===== src/ipc_pkg.sv =====
package ipc_pkg;
	localparam int IPC_NUM_LINES = 4;
	localparam int IPC_NUM_PERIPH = 5;
	localparam int IPC_NUM_SRC = 11;
	localparam logic [7:0] IPC_SENSE_RESET = 8'h00;
	localparam logic [3:0] IPC_ADDR_SENSE = 4'h0;
	localparam logic [3:0] IPC_ADDR_ENABLE = 4'h1;
	localparam logic [3:0] IPC_ADDR_PEND = 4'h2;
	localparam logic [3:0] IPC_ADDR_STATUS = 4'h3;
	localparam logic [4:0] IPC_ENABLE_RESET = 5'h00;
	localparam logic [1:0] IPC_SENSE_FALL_LOW = 2'h0;
	localparam logic [1:0] IPC_SENSE_RISE = 2'h1;
	localparam logic [1:0] IPC_SENSE_FALL = 2'h2;
	localparam logic [1:0] IPC_SENSE_BOTH = 2'h3;
	localparam logic [15:0] IPC_VEC_RESET = 16'hFFFE;
	localparam logic [15:0] IPC_VEC_TRAP = 16'hFFFC;
	localparam logic [15:0] IPC_VEC_LINE0 = 16'hFFF8;
	localparam logic [15:0] IPC_VEC_LINE1 = 16'hFFF6;
	localparam logic [15:0] IPC_VEC_LINE2 = 16'hFFF4;
	localparam logic [15:0] IPC_VEC_LINE3 = 16'hFFF2;
	localparam logic [15:0] IPC_VEC_AT_CMP = 16'hFFEA;
	localparam logic [15:0] IPC_VEC_AT_OVF = 16'hFFE8;
	localparam logic [15:0] IPC_VEC_LT_CAP = 16'hFFE6;
	localparam logic [15:0] IPC_VEC_LT_RTB = 16'hFFE4;
	localparam logic [15:0] IPC_VEC_SERIAL = 16'hFFE2;
	// source index order = priority order, index 0 highest
	localparam logic [10:0] IPC_HALT_WAKE_MASK = 11'b110_1011_1101;
	typedef enum logic [1:0] {
		IPC_ST_RUN = 2'b00,
		IPC_ST_SVC = 2'b01,
		IPC_ST_WAIT = 2'b11,
		IPC_ST_HALT = 2'b10
	} ipc_state_e;
	typedef struct packed {
		logic [3:0] addr;
		logic [7:0] wdata;
		logic wr;
		logic rd;
	} ipc_bus_s;
endpackage : ipc_pkg


===== src/ipc_interrupt_priority_controller.sv =====
// Functional notes
// - maskable service only when mask clear
// - masked requests stay pending until unmasked
// - reset sets global mask bit
// - service after instruction, stack, mask, vector
// - return instruction clears mask bit
// - fixed priority in vector table order
// - trap serviced regardless of mask
// - line vectors need signal and clear mask
// - timer compare/overflow vectors; overflow wakes halt
// - capture/real-time vectors; real-time wakes halt
// - every source wakes from wait
// - only listed sources end halt
// - edge requests latched, cleared on entry
// - low contributing pin blocks combined request
// - peripheral needs enable and clear mask
// - peripheral cleared by software clear
// - clear sequence discards pending latch
// - one 2-bit sensitivity field per line, four in all
// - sensitivity writes only while mask set
// - sensitivity encoding of each field
`timescale 1ns/10ps
`default_nettype none
module ipc_interrupt_priority_controller (
	input wire logic SYS_CLK_IN,
	input wire logic RESET_N_IN,
	input wire logic [3:0] REG_ADDR_IN,
	input wire logic [7:0] REG_WDATA_IN,
	input wire logic REG_WR_IN,
	input wire logic REG_RD_IN,
	output logic [7:0] REG_RDATA_OUT,
	input wire logic [3:0] EXT_LINE_IN,
	input wire logic [3:0] EXT_NAND_BLOCK_N_IN,
	input wire logic [4:0] PERIPH_FLAG_SET_IN,
	input wire logic [4:0] PERIPH_FLAG_CLR_IN,
	input wire logic INSTR_END_IN,
	input wire logic TRAP_EXEC_IN,
	input wire logic IRQ_RETURN_INSTR_EXEC_IN,
	input wire logic WAIT_EXEC_IN,
	input wire logic HALT_EXEC_IN,
	input wire logic STACK_DONE_IN,
	output logic GLOBAL_MASK_OUT,
	output logic SVC_REQ_OUT,
	output logic STACK_PUSH_OUT,
	output logic STACK_POP_OUT,
	output logic [15:0] VECTOR_OUT,
	output logic [3:0] SRC_ID_OUT,
	output logic WAIT_STATE_OUT,
	output logic HALT_STATE_OUT,
	output logic WAKE_OUT
);
	ipc_pkg::ipc_bus_s bus;
	assign bus = '{addr: REG_ADDR_IN, wdata: REG_WDATA_IN, wr: REG_WR_IN, rd: REG_RD_IN};

	// highest-priority set bit, lowest index wins
	function automatic logic [3:0] pick(input logic [10:0] req);
		logic [3:0] idx;
		idx = 4'hF;
		for (int i = ipc_pkg::IPC_NUM_SRC - 1; i >= 0; i--) begin
			if (req[i]) begin
				idx = 4'(i);
			end
		end
		return idx;
	endfunction : pick

	function automatic logic [15:0] vec_of(input logic [3:0] idx);
		logic [15:0] v;
		case (idx)
			4'h0: v = ipc_pkg::IPC_VEC_RESET;
			4'h1: v = ipc_pkg::IPC_VEC_TRAP;
			4'h2: v = ipc_pkg::IPC_VEC_LINE0;
			4'h3: v = ipc_pkg::IPC_VEC_LINE1;
			4'h4: v = ipc_pkg::IPC_VEC_LINE2;
			4'h5: v = ipc_pkg::IPC_VEC_LINE3;
			4'h6: v = ipc_pkg::IPC_VEC_AT_CMP;
			4'h7: v = ipc_pkg::IPC_VEC_AT_OVF;
			4'h8: v = ipc_pkg::IPC_VEC_LT_CAP;
			4'h9: v = ipc_pkg::IPC_VEC_LT_RTB;
			4'hA: v = ipc_pkg::IPC_VEC_SERIAL;
			default: v = ipc_pkg::IPC_VEC_RESET;
		endcase
		return v;
	endfunction : vec_of

	// one decode of the sense code, shared by all four lines
	function automatic logic edge_match(input logic [1:0] fld, input logic rise,
		input logic fall);
		logic hit;
		case (fld)
			ipc_pkg::IPC_SENSE_RISE: hit = rise;
			ipc_pkg::IPC_SENSE_FALL: hit = fall;
			ipc_pkg::IPC_SENSE_BOTH: hit = rise | fall;
			ipc_pkg::IPC_SENSE_FALL_LOW: hit = fall;
			default: hit = 1'b0;
		endcase
		return hit;
	endfunction : edge_match

	logic [3:0] sync1_r;
	logic [3:0] sync2_r;
	logic [3:0] sync3_r;
	logic [3:0] line_lvl_r;
	logic [3:0] line_lvl_nxt;

	logic [3:0] blk1_r;
	logic [3:0] blk2_r;
	logic [3:0] blk3_r;
	logic [3:0] blk_n_r;
	logic [3:0] blk_n_nxt;

	logic [7:0] sense_r;
	logic [4:0] enable_r;

	logic [3:0] ext_pend_r;
	logic [3:0] ext_pend_nxt;
	logic [4:0] per_pend_r;
	logic [4:0] per_pend_nxt;

	logic mask_r;
	logic mask_nxt;
	logic boot_r;
	logic trap_pend_r;

	logic [15:0] vector_r;
	logic [3:0] src_r;
	logic [7:0] rdata_r;

	ipc_pkg::ipc_state_e state_r;
	ipc_pkg::ipc_state_e state_nxt;

	// three-stage sync; a change counts only when stages two and three agree
	always_ff @(posedge SYS_CLK_IN or negedge RESET_N_IN) begin
		if (!RESET_N_IN) begin
			sync1_r <= 4'hF;
			sync2_r <= 4'hF;
			sync3_r <= 4'hF;
		end else begin
			sync1_r <= EXT_LINE_IN;
			sync2_r <= sync1_r;
			sync3_r <= sync2_r;
		end
	end

	// idle lines sit high, so a reset level of ones gives no false edge
	always_ff @(posedge SYS_CLK_IN or negedge RESET_N_IN) begin
		if (!RESET_N_IN) begin
			line_lvl_r <= 4'hF;
		end else begin
			line_lvl_r <= line_lvl_nxt;
		end
	end

	always_ff @(posedge SYS_CLK_IN or negedge RESET_N_IN) begin
		if (!RESET_N_IN) begin
			blk1_r <= 4'hF;
			blk2_r <= 4'hF;
			blk3_r <= 4'hF;
		end else begin
			blk1_r <= EXT_NAND_BLOCK_N_IN;
			blk2_r <= blk1_r;
			blk3_r <= blk2_r;
		end
	end

	// per-bit agreement, so one noisy pin cannot freeze the others
	assign blk_n_nxt = (~(blk2_r ^ blk3_r) & blk2_r) | ((blk2_r ^ blk3_r) & blk_n_r);

	always_ff @(posedge SYS_CLK_IN or negedge RESET_N_IN) begin
		if (!RESET_N_IN) begin
			blk_n_r <= 4'hF;
		end else begin
			blk_n_r <= blk_n_nxt;
		end
	end

	genvar g;
	wire [3:0] rise_evt;
	wire [3:0] fall_evt;
	wire [3:0] low_lvl;
	wire [3:0] edge_hit;
	generate
		for (g = 0; g < ipc_pkg::IPC_NUM_LINES; g++) begin : g_line
			wire [1:0] fld = sense_r[2*g +: 2];
			assign line_lvl_nxt[g] = (sync2_r[g] == sync3_r[g]) ? sync2_r[g] : line_lvl_r[g];
			assign rise_evt[g] = line_lvl_nxt[g] & ~line_lvl_r[g];
			assign fall_evt[g] = ~line_lvl_nxt[g] & line_lvl_r[g];
			assign low_lvl[g] = (fld == ipc_pkg::IPC_SENSE_FALL_LOW) & ~line_lvl_r[g];
			assign edge_hit[g] = edge_match(fld, rise_evt[g], fall_evt[g]);
		end
	endgenerate

	wire st_run = state_r == ipc_pkg::IPC_ST_RUN;
	wire st_svc = state_r == ipc_pkg::IPC_ST_SVC;
	wire st_wait = state_r == ipc_pkg::IPC_ST_WAIT;
	wire st_halt = state_r == ipc_pkg::IPC_ST_HALT;

	// source vector: 0 reset, 1 trap, 2..5 lines, 6..10 peripherals
	wire [3:0] ext_req = (ext_pend_r | low_lvl) & blk_n_r;
	wire [4:0] per_req = per_pend_r & enable_r;
	wire [10:0] maskable = {per_req, ext_req, 2'b00};
	wire [10:0] unmaskable = {9'h000, trap_pend_r, boot_r};
	wire [10:0] gated = mask_r ? 11'h000 : maskable;
	wire [10:0] serv_req = gated | unmaskable;
	wire [3:0] win = pick(serv_req);
	wire take = (win != 4'hF) & ~st_svc;
	wire run_take = take & (INSTR_END_IN | ~st_run);
	wire [10:0] halt_wake = maskable & ipc_pkg::IPC_HALT_WAKE_MASK;
	wire wake_wait = st_wait & (|maskable);
	wire wake_halt = st_halt & (|halt_wake);
	wire stall_halt = st_halt & ~(|halt_wake);
	wire svc_go = run_take & ~stall_halt;

	// one-hot of the source being entered this cycle
	wire [10:0] entry = svc_go ? 11'(11'h001 << win) : 11'h000;
	wire [3:0] take_line = entry[5:2];

	wire sel_sense = bus.addr == ipc_pkg::IPC_ADDR_SENSE;
	wire sel_enable = bus.addr == ipc_pkg::IPC_ADDR_ENABLE;
	wire sel_pend = bus.addr == ipc_pkg::IPC_ADDR_PEND;
	wire sel_status = bus.addr == ipc_pkg::IPC_ADDR_STATUS;

	// sense writes are dropped, not deferred, while the mask is clear
	wire wr_sense = bus.wr & sel_sense & mask_r;
	wire wr_enable = bus.wr & sel_enable;
	wire wr_pend = bus.wr & sel_pend;
	wire [4:0] sw_clr = (wr_pend ? ~bus.wdata[4:0] : 5'h00) | PERIPH_FLAG_CLR_IN;

	// edge latches clear on entry; a new edge in that cycle still wins
	assign ext_pend_nxt = (ext_pend_r & ~take_line) | edge_hit;
	// peripheral flags are cleared by software only, never by vector fetch
	assign per_pend_nxt = (per_pend_r & ~sw_clr) | PERIPH_FLAG_SET_IN;

	always_comb begin
		state_nxt = state_r;
		mask_nxt = mask_r;
		case (state_r)
			ipc_pkg::IPC_ST_RUN: begin
				// pending service wins over return, wait or halt
				if (svc_go) begin
					state_nxt = ipc_pkg::IPC_ST_SVC;
				end else if (IRQ_RETURN_INSTR_EXEC_IN) begin
					mask_nxt = 1'b0;
				// low-power entry opens the mask so a wake source is served
				end else if (WAIT_EXEC_IN) begin
					state_nxt = ipc_pkg::IPC_ST_WAIT;
					mask_nxt = 1'b0;
				end else if (HALT_EXEC_IN) begin
					state_nxt = ipc_pkg::IPC_ST_HALT;
					mask_nxt = 1'b0;
				end
			end

			ipc_pkg::IPC_ST_SVC: begin
				if (STACK_DONE_IN) begin
					state_nxt = ipc_pkg::IPC_ST_RUN;
					mask_nxt = 1'b1;
				end
			end

			ipc_pkg::IPC_ST_WAIT, ipc_pkg::IPC_ST_HALT: begin
				if (svc_go) begin
					state_nxt = ipc_pkg::IPC_ST_SVC;
				end
			end

			default: begin
				state_nxt = ipc_pkg::IPC_ST_RUN;
			end
		endcase
	end

	// status word: pending lines, spare, state, mask
	wire [7:0] status_word = {ext_pend_r, 1'b0, state_r, mask_r};
	wire [7:0] rd_mux = sel_sense ? sense_r :
		sel_enable ? {3'h0, enable_r} :
		sel_pend ? {3'h0, per_pend_r} :
		sel_status ? status_word : 8'h00;
	// read data returns to zero outside the answer cycle
	wire [7:0] rdata_nxt = bus.rd ? rd_mux : 8'h00;

	always_ff @(posedge SYS_CLK_IN or negedge RESET_N_IN) begin
		if (!RESET_N_IN) begin
			sense_r <= ipc_pkg::IPC_SENSE_RESET;
		end else if (wr_sense) begin
			sense_r <= bus.wdata;
		end
	end

	always_ff @(posedge SYS_CLK_IN or negedge RESET_N_IN) begin
		if (!RESET_N_IN) begin
			enable_r <= ipc_pkg::IPC_ENABLE_RESET;
		end else if (wr_enable) begin
			enable_r <= bus.wdata[4:0];
		end
	end

	always_ff @(posedge SYS_CLK_IN or negedge RESET_N_IN) begin
		if (!RESET_N_IN) begin
			ext_pend_r <= 4'h0;
		end else begin
			ext_pend_r <= ext_pend_nxt;
		end
	end

	always_ff @(posedge SYS_CLK_IN or negedge RESET_N_IN) begin
		if (!RESET_N_IN) begin
			per_pend_r <= 5'h00;
		end else begin
			per_pend_r <= per_pend_nxt;
		end
	end

	always_ff @(posedge SYS_CLK_IN or negedge RESET_N_IN) begin
		if (!RESET_N_IN) begin
			mask_r <= 1'b1;
			state_r <= ipc_pkg::IPC_ST_RUN;
		end else begin
			mask_r <= mask_nxt;
			state_r <= state_nxt;
		end
	end

	// reset source is served once, then not again until the next reset
	always_ff @(posedge SYS_CLK_IN or negedge RESET_N_IN) begin
		if (!RESET_N_IN) begin
			boot_r <= 1'b1;
		end else if (entry[0]) begin
			boot_r <= 1'b0;
		end
	end

	always_ff @(posedge SYS_CLK_IN or negedge RESET_N_IN) begin
		if (!RESET_N_IN) begin
			trap_pend_r <= 1'b0;
		end else begin
			trap_pend_r <= (trap_pend_r & ~entry[1]) | TRAP_EXEC_IN;
		end
	end

	// vector and source id hold through the whole context push
	always_ff @(posedge SYS_CLK_IN or negedge RESET_N_IN) begin
		if (!RESET_N_IN) begin
			vector_r <= 16'h0000;
		end else if (svc_go) begin
			vector_r <= vec_of(win);
		end
	end

	always_ff @(posedge SYS_CLK_IN or negedge RESET_N_IN) begin
		if (!RESET_N_IN) begin
			src_r <= 4'h0;
		end else if (svc_go) begin
			src_r <= win;
		end
	end

	always_ff @(posedge SYS_CLK_IN or negedge RESET_N_IN) begin
		if (!RESET_N_IN) begin
			rdata_r <= 8'h00;
		end else begin
			rdata_r <= rdata_nxt;
		end
	end

	assign REG_RDATA_OUT = rdata_r;
	assign GLOBAL_MASK_OUT = mask_r;
	assign SVC_REQ_OUT = st_svc;
	assign STACK_PUSH_OUT = st_svc & (src_r != 4'h0);
	assign STACK_POP_OUT = IRQ_RETURN_INSTR_EXEC_IN & st_run & ~svc_go;
	assign VECTOR_OUT = vector_r;
	assign SRC_ID_OUT = src_r;
	assign WAIT_STATE_OUT = st_wait;
	assign HALT_STATE_OUT = st_halt;
	assign WAKE_OUT = wake_wait | wake_halt;
endmodule : ipc_interrupt_priority_controller
`default_nettype wire


===== config.mk =====
export PLATFORM = sky130hd
export DESIGN_NAME = ipc_interrupt_priority_controller
export DESIGN_NICKNAME = d
export VERILOG_FILES = /design/src/ipc_pkg.sv /design/src/ipc_interrupt_priority_controller.sv
export SDC_FILE = /design/constraint.sdc
export NUM_CORES = 1
export LEC_CHECK = 0
export ABC_AREA = 1
export BUFFER_PORTS_ARGS = -buffer_cell sky130_fd_sc_hd__buf_2
export CORE_UTILIZATION = 55
export DETAILED_ROUTE_END_ITERATION = 8
export PLACE_DENSITY = 0.8
export SYNTH_ARGS = -nofsm -noshare
export SYNTH_HDL_FRONTEND = slang
export SYNTH_SLANG_ARGS = --single-unit

===== constraint.sdc =====
create_clock -name SYS_CLK_IN -period 2.9 [get_ports SYS_CLK_IN]
set_input_delay 0.145 -clock SYS_CLK_IN [delete_from_list [all_inputs] [get_ports SYS_CLK_IN]]
set_output_delay 0.145 -clock SYS_CLK_IN [all_outputs]
set_load 0.1 [all_outputs]

---- After elaboration in Yosys (flattened, before gate mapping) ----
Memory sizes are Yosys's and may differ from the RTL's. A register that Yosys moved wholly into a read port is not among the register bits.
Index checks and enable logic that the tools add are counted.
operators by class
  equal/unequal tests ..................... 29
  multiplexer cells ....................... 40
  reduce and logical (&&, ||, !) cells .... 18
  bitwise operators ....................... 64
  shift-type cells ........................ 1
operators by type and width
  cell                count
  $mux 4              10
  $mux 8              5
  $and 1x1->1         26
  $eq 2x2->1 const B  10
  $and 4x4->4         4
  $not 1->1           14
  $mux 2              6
  $or 4x4->4          3
  $pmux 1 s3          4
  $mux 11             1
  $or 11x2->11        1
  $and 5x5->5         2
  $eq 2x1->1 const B  5
  $logic_not 2->1     5
  $not 5->5           2
  $or 5x5->5          2
  $reduce_or 2->1     5
  $mux 1              9
  $reduce_or 9->1     1
  $eq 4x2->1 const B  2
  $ne 4x4->1 const B  2
  $not 4->4           2
  $reduce_and 4->1    2
  $or 1x1->1          7
  other kinds (17)    22
storage, ports and cells
  memories ................................ 1
  output and inout bits ................... 35
  ROM bits ................................ 64
  logic and storage cells ................. 172
  bits of input ports ..................... 40
  register bits ........................... 87
memory list
  memory           depth  bits a word  rd ports  clocked after Yosys merged registers in  write ports  line                                     RTL
  (no name shown)  16     4            1         1                                        0            ipc_interrupt_priority_controller.sv:69  case (idx)

---- Longest topological paths before layout ----
  word-level depth ........................ 25
  depth in mapped cells ................... 20
  gate-level depth less buffers ........... 19

---- Least setup slack after synthesis ----
No wires, ideal clock.
  kind .................................... register to output
  start point ............................. register src_r[1], in the netlist SRC_ID_OUT[1]
  end point ............................... output port STACK_PUSH_OUT
  buffers on the path ..................... 0
  data arrival time ....................... 3.130 ns
  slack ................................... -0.375 ns
  stages on the path, launching flop included .. 3
  required time ........................... 2.755 ns
  path through ............................ dfrtp_1 > nor4_1 > nor3_1
on the way
  longest elaborated chain between the ends .. 2
ends and longest elaborated chain
  what                      line                                      RTL
  start: declaration        ipc_interrupt_priority_controller.sv:126  logic [3:0] src_r;
  start signal: assignment  ipc_interrupt_priority_controller.sv:354  src_r <= win;
  $reduce_bool 4->1         ipc_interrupt_priority_controller.sv:369  assign STACK_PUSH_OUT = st_svc & (src_r != 4'h0);
  $and 1x1->1               ipc_interrupt_priority_controller.sv:369
  end: declaration          ipc_interrupt_priority_controller.sv:44   output logic STACK_PUSH_OUT,
Every way passes these cells.

---- Worst setup path after layout ----
  start point ............................. register sense_r[0]
  end point ............................... output port STACK_POP_OUT
on the way
  longest elaborated chain between the ends .. 15
  elaborated cells on any way between the ends .. 19
  those cells by class .................... 1 x eq/ne; 4 x mux; 12 x bitwise; 2 x reduce/logical
ends and longest elaborated chain
  what                      line                                      RTL
  start: declaration        ipc_interrupt_priority_controller.sv:112  logic [7:0] sense_r;
  start signal: assignment  ipc_interrupt_priority_controller.sv:284  sense_r <= ipc_pkg::IPC_SENSE_RESET;
  start signal: assignment  ipc_interrupt_priority_controller.sv:286  sense_r <= bus.wdata;
  $logic_not 2->1           ipc_interrupt_priority_controller.sv:188  assign low_lvl[g] = (fld == ipc_pkg::IPC_SENSE_FALL_LOW) & ~line_lvl_r[g];
  $and 1x1->1               ipc_interrupt_priority_controller.sv:188
  $or 4x4->4                ipc_interrupt_priority_controller.sv:199  wire [3:0] ext_req = (ext_pend_r | low_lvl) & blk_n_r;
  $and 4x4->4               ipc_interrupt_priority_controller.sv:199
  $mux 11                   ipc_interrupt_priority_controller.sv:203  wire [10:0] gated = mask_r ? 11'h000 : maskable;
  $or 11x2->11              ipc_interrupt_priority_controller.sv:204  wire [10:0] serv_req = gated | unmaskable;
  $mux 4 (3 in a row)       ipc_interrupt_priority_controller.sv:60   if (req[i]) begin
  via win[1]                ipc_interrupt_priority_controller.sv:205  wire [3:0] win = pick(serv_req);
  $ne 4x4->1                ipc_interrupt_priority_controller.sv:206  wire take = (win != 4'hF) & ~st_svc;
  $and 1x1->1               ipc_interrupt_priority_controller.sv:206
  $and 1x1->1               ipc_interrupt_priority_controller.sv:207  wire run_take = take & (INSTR_END_IN | ~st_run);
  $and 1x1->1               ipc_interrupt_priority_controller.sv:212  wire svc_go = run_take & ~stall_halt;
  $not 1->1                 ipc_interrupt_priority_controller.sv:370  assign STACK_POP_OUT = IRQ_RETURN_INSTR_EXEC_IN & st_run & ~svc_go;
  $and 1x1->1               ipc_interrupt_priority_controller.sv:370
  end: declaration          ipc_interrupt_priority_controller.sv:45   output logic STACK_POP_OUT,
The timed path passes the listed nets, and every way through them passes these cells.

==> flow_summary.ini <==
[outcome]
outcome = completed

[final_layout]
nFillCells = 481
seq_area_mm2 = 0.00194
area_delta_synth_final_pct = 21.9
drive_gt1_frac = 0.314
final_cell_area_mm2 = 0.00442
nets = 537
multi_input_area_mm2 = 0.00137
fin_cells = 567
antenna_cells = 0

[drt]
wl_um = 7610
num_vias = 3002
routed_via_density = 5.29
ant_nets = 0
remaining_drc_errors = 0
wire_per_inst_um = 13.4
dr.pass1.iters = 7
dr.first_iter.drc_count = 171

[timing]
fin_crit_sh = 0.944
slew-limit-headroom = 0.497
fmax_mhz = 365
fin_ws_ns = 0.162
maxSlewViolCount = 0
hold_viol_final = 0
finalSetupViolCount = 0
layout_min_cycle_time_ns = 2.74
fin_skew_ns = 0.00882
tightest_slew_ns = 0.752

[yosys]
synth_warnings = 0
ys_seq_elements = 76
synth_fp_nets = 450
syn_avg_cell_area_um2 = 9.10
ys_seq_area_frac = 0.537
synth_cells = 398
yosysUniqueCellTypes = 40
netlist_area_mm2 = 0.00362

[floorplanning]
die_w_um = 83.2
fp-row-count = 29
dieArea_mm2 = 0.00692
core_mm2 = 0.00635
initial_utilization = 0.571
die_h_um = 83.2
io_pins = 75

[run]
drv_cap = 0

[placement]
dp_hpwl_um = 5540
dp.cells = 534
placedInstanceArea_mm2 = 0.00401
dp_worst_setup_slack_ns = 0.206
gp_congestion = 0.928
place.port_buffers = 73

[power_and_ir_drop]
pwr-share-comb = 0.456
seq_power_share = 0.348
power.switching_w = 0.00208
p_clk_frac = 0.196
pwr_density_cell_mw_per_mm2 = 963
ir_worst_vdd_v = 0.000894
p_int_w = 0.00217
switching_share = 0.490
p_leak_nw = 2.21

[worst_setup_path]
critical_path_class = register to output pin
required_ns = 2.76
path_max_fanout = 5
worstSetupStartpointType = register
cp.arrival_ns = 2.59
crit_path_end_kind = output pin

[global_routing]
antenna_found_initial = 0
grt_usage = 0.233
gr-total-overflow = 0
grt_start_max_net_pins = 45
grt_pass1_vias = 2870
grt_pass1_wl_um = 12600

[clocking]
root_buffer = clkbuf_8
clk_latency_ns = 0.36
cts_tree = built
cts_inserted_buffers = 9
clk_path_buf_depth = 2
path_clk_slew_ns = 0.08
h-tree-depth = 3
cts.sinks = 76

[hold_path]
min_path_type = input pin to register
-- routing by layer --
| metal | track usage | vias up | wire length (µm) |
|---|---|---|---|
| met3 | 0.0805 | 31 | 509 |
| met5 | 0 | - | 0 |
| met1 | 0.281 | 1398 | 3200 |
| met2 | 0.370 | 121 | 3660 |
| met4 | 0.122 | 0 | 240 |
| li1 | - | 1452 | - |
-- kinds of logic after synthesis --
kind of cell    synth area share
compound gates             0.131
fa+ha+maj                 0.0525
buf+inv                   0.0943
flops                      0.537
mux                      0.00311
other cells              0.00103
simple gates               0.182
-- path summary, 6_finish.rpt --
kind / start / end / slack (ns) / depth (start not counted)
worst max-delay path: sense_r[0]$_DFFE_PN0P_ / STACK_POP_OUT / 0.16 / 17
worst min-delay path: REG_WDATA_IN[7] / sense_r[7]$_DFFE_PN0P_ / 0.03 / 3
worst max register to register: line_lvl_r[0]$_DFF_PN1_ / ext_pend_r[2]$_DFF_PN0_ / 0.34 / 18
worst min register to register: blk1_r[0]$_DFF_PN1_ / blk2_r[0]$_DFF_PN1_ / 0.35 / 0
max in group asynchronous: RESET_N_IN / sync3_r[0]$_DFF_PN1_ / 1.80 / 3
min in group asynchronous: RESET_N_IN / per_pend_r[4]$_DFF_PN0_ / 0.37 / 2
-- cell type report --
class / count / area share
clock inverters: 7 / 0.0184
multi-input cells: 245 / 0.309
inverters: 61 / 0.0527
well taps: 77 / 0.0218
flip-flops and latches: 76 / 0.440
clock buffers: 9 / 0.0280
repair buffers: 92 / 0.130
-- Yosys cell counts, drive strengths merged --
| library cell | number | share of area |
|---|---|---|
| clkbuf | 1 | 0.0010 |
| a31oi | 4 | 0.0069 |
| nand3 | 23 | 0.040 |
| nor3 | 3 | 0.0041 |
| conb | 1 | 0.0010 |
| a31o | 5 | 0.012 |
| o21ai | 39 | 0.055 |
| nand4 | 2 | 0.0035 |
| nor2 | 26 | 0.034 |
| mux2 | 1 | 0.0031 |
| dfrtp | 42 | 0.29 |
| nand2 | 90 | 0.097 |
| o21bai | 1 | 0.0021 |
| maj3 | 4 | 0.011 |
| a21oi | 19 | 0.026 |
| dfstp | 34 | 0.25 |
| nor4 | 1 | 0.0017 |
| o21a | 3 | 0.0062 |
| a21boi | 2 | 0.0041 |
| buf | 15 | 0.030 |
| or2 | 1 | 0.0017 |
| o211ai | 3 | 0.0062 |
| a211oi | 1 | 0.0021 |
| a221oi | 1 | 0.0024 |
| o2bb2ai | 2 | 0.0048 |
| inv | 61 | 0.063 |
| ha | 12 | 0.041 |
| o41ai | 1 | 0.0024 |
-- power by group through the flow --
stage / logic, W / registers (W) / clock network [W]
finish: 0.00194 / 0.00148 / 0.000835
global route: 0.00209 / 0.00150 / 0.000900
CTS: 0.00189 / 0.00148 / 0.000855
detailed placement: 0.00185 / 0.00149 / 0
global placement: 0.00182 / 0.00148 / 0
floorplan: 0.00111 / 0.00189 / 0
-- per-stage QoR --
| stage | total power [W] | hold WS, ns | utilization | TNS [ns] |
|---|---|---|---|---|
| 5_1_grt | 0.00449 | 0.0239 | 0.696 | -0.00753 |
| 4_1_cts | 0.00422 | 0.0234 | 0.689 | 0 |
| 3_3_place_gp | 0.00330 | 0.229 | 0.632 | 0 |
| 2_1_floorplan | 0.00299 | -0.151 | - | 0 |
| 3_5_place_dp | 0.00334 | 0.239 | 0.632 | 0 |
| 6_report | 0.00425 | 0.0269 | 0.696 | 0 |
-- critical path: stages, from the launching register on --
cell	delay, ns
dfrtp_1	0.45
nor2_1	0.11
nand2_1	0.05
nand2_1	0.08
nand3_1	0.11
nand2_2	0.14
inv_1	0.05
nand2_1	0.07
nand2_2	0.08
inv_1	0.12
ha_1	0.15
inv_1	0.06
nor2_2	0.15
nand3_4	0.10
nand2_2	0.12
nand3_4	0.10
clkinvlp_4	0.10
buf_12	0.16
-- repair_timing --
item	in CTS	in global routing
setup endpoints to repair	1	2
gates resized for setup	3	6
setup buffers	0	2
hold buffers	15	0
pin swaps	0	1
hold endpoints to repair	21	0
-- sequential cells by signal (all words and copies together), names as in the netlist, 2 cells and up, named ones only --
signal	flops
REG_RDATA_OUT	8
SRC_ID_OUT	4
VECTOR_OUT	5
blk1_r	4
blk2_r	4
blk3_r	4
enable_r	5
ext_pend_r	4
line_lvl_r	4
per_pend_r	5
sense_r	8
state_r	2
sync1_r	4
sync2_r	4
sync3_r	4
-- placed cells by master (no fill, tap or decap), drive strengths merged, types with 2 or more instances in the layout --
cell,n
a31oi,4
nor3,3
o21a,3
ha,12
o2bb2ai,2
inv,64
a31o,5
nand4,2
a21boi,2
nor2,26
nand3,23
dlygate4sd3,15
buf,77
clkinvlp,2
a21oi,19
nand2,90
clkbuf,9
o21ai,39
dfrtp,42
o211ai,3
maj3,4
dfstp,34
Note: power is estimated with default switching activity, not from simulation.
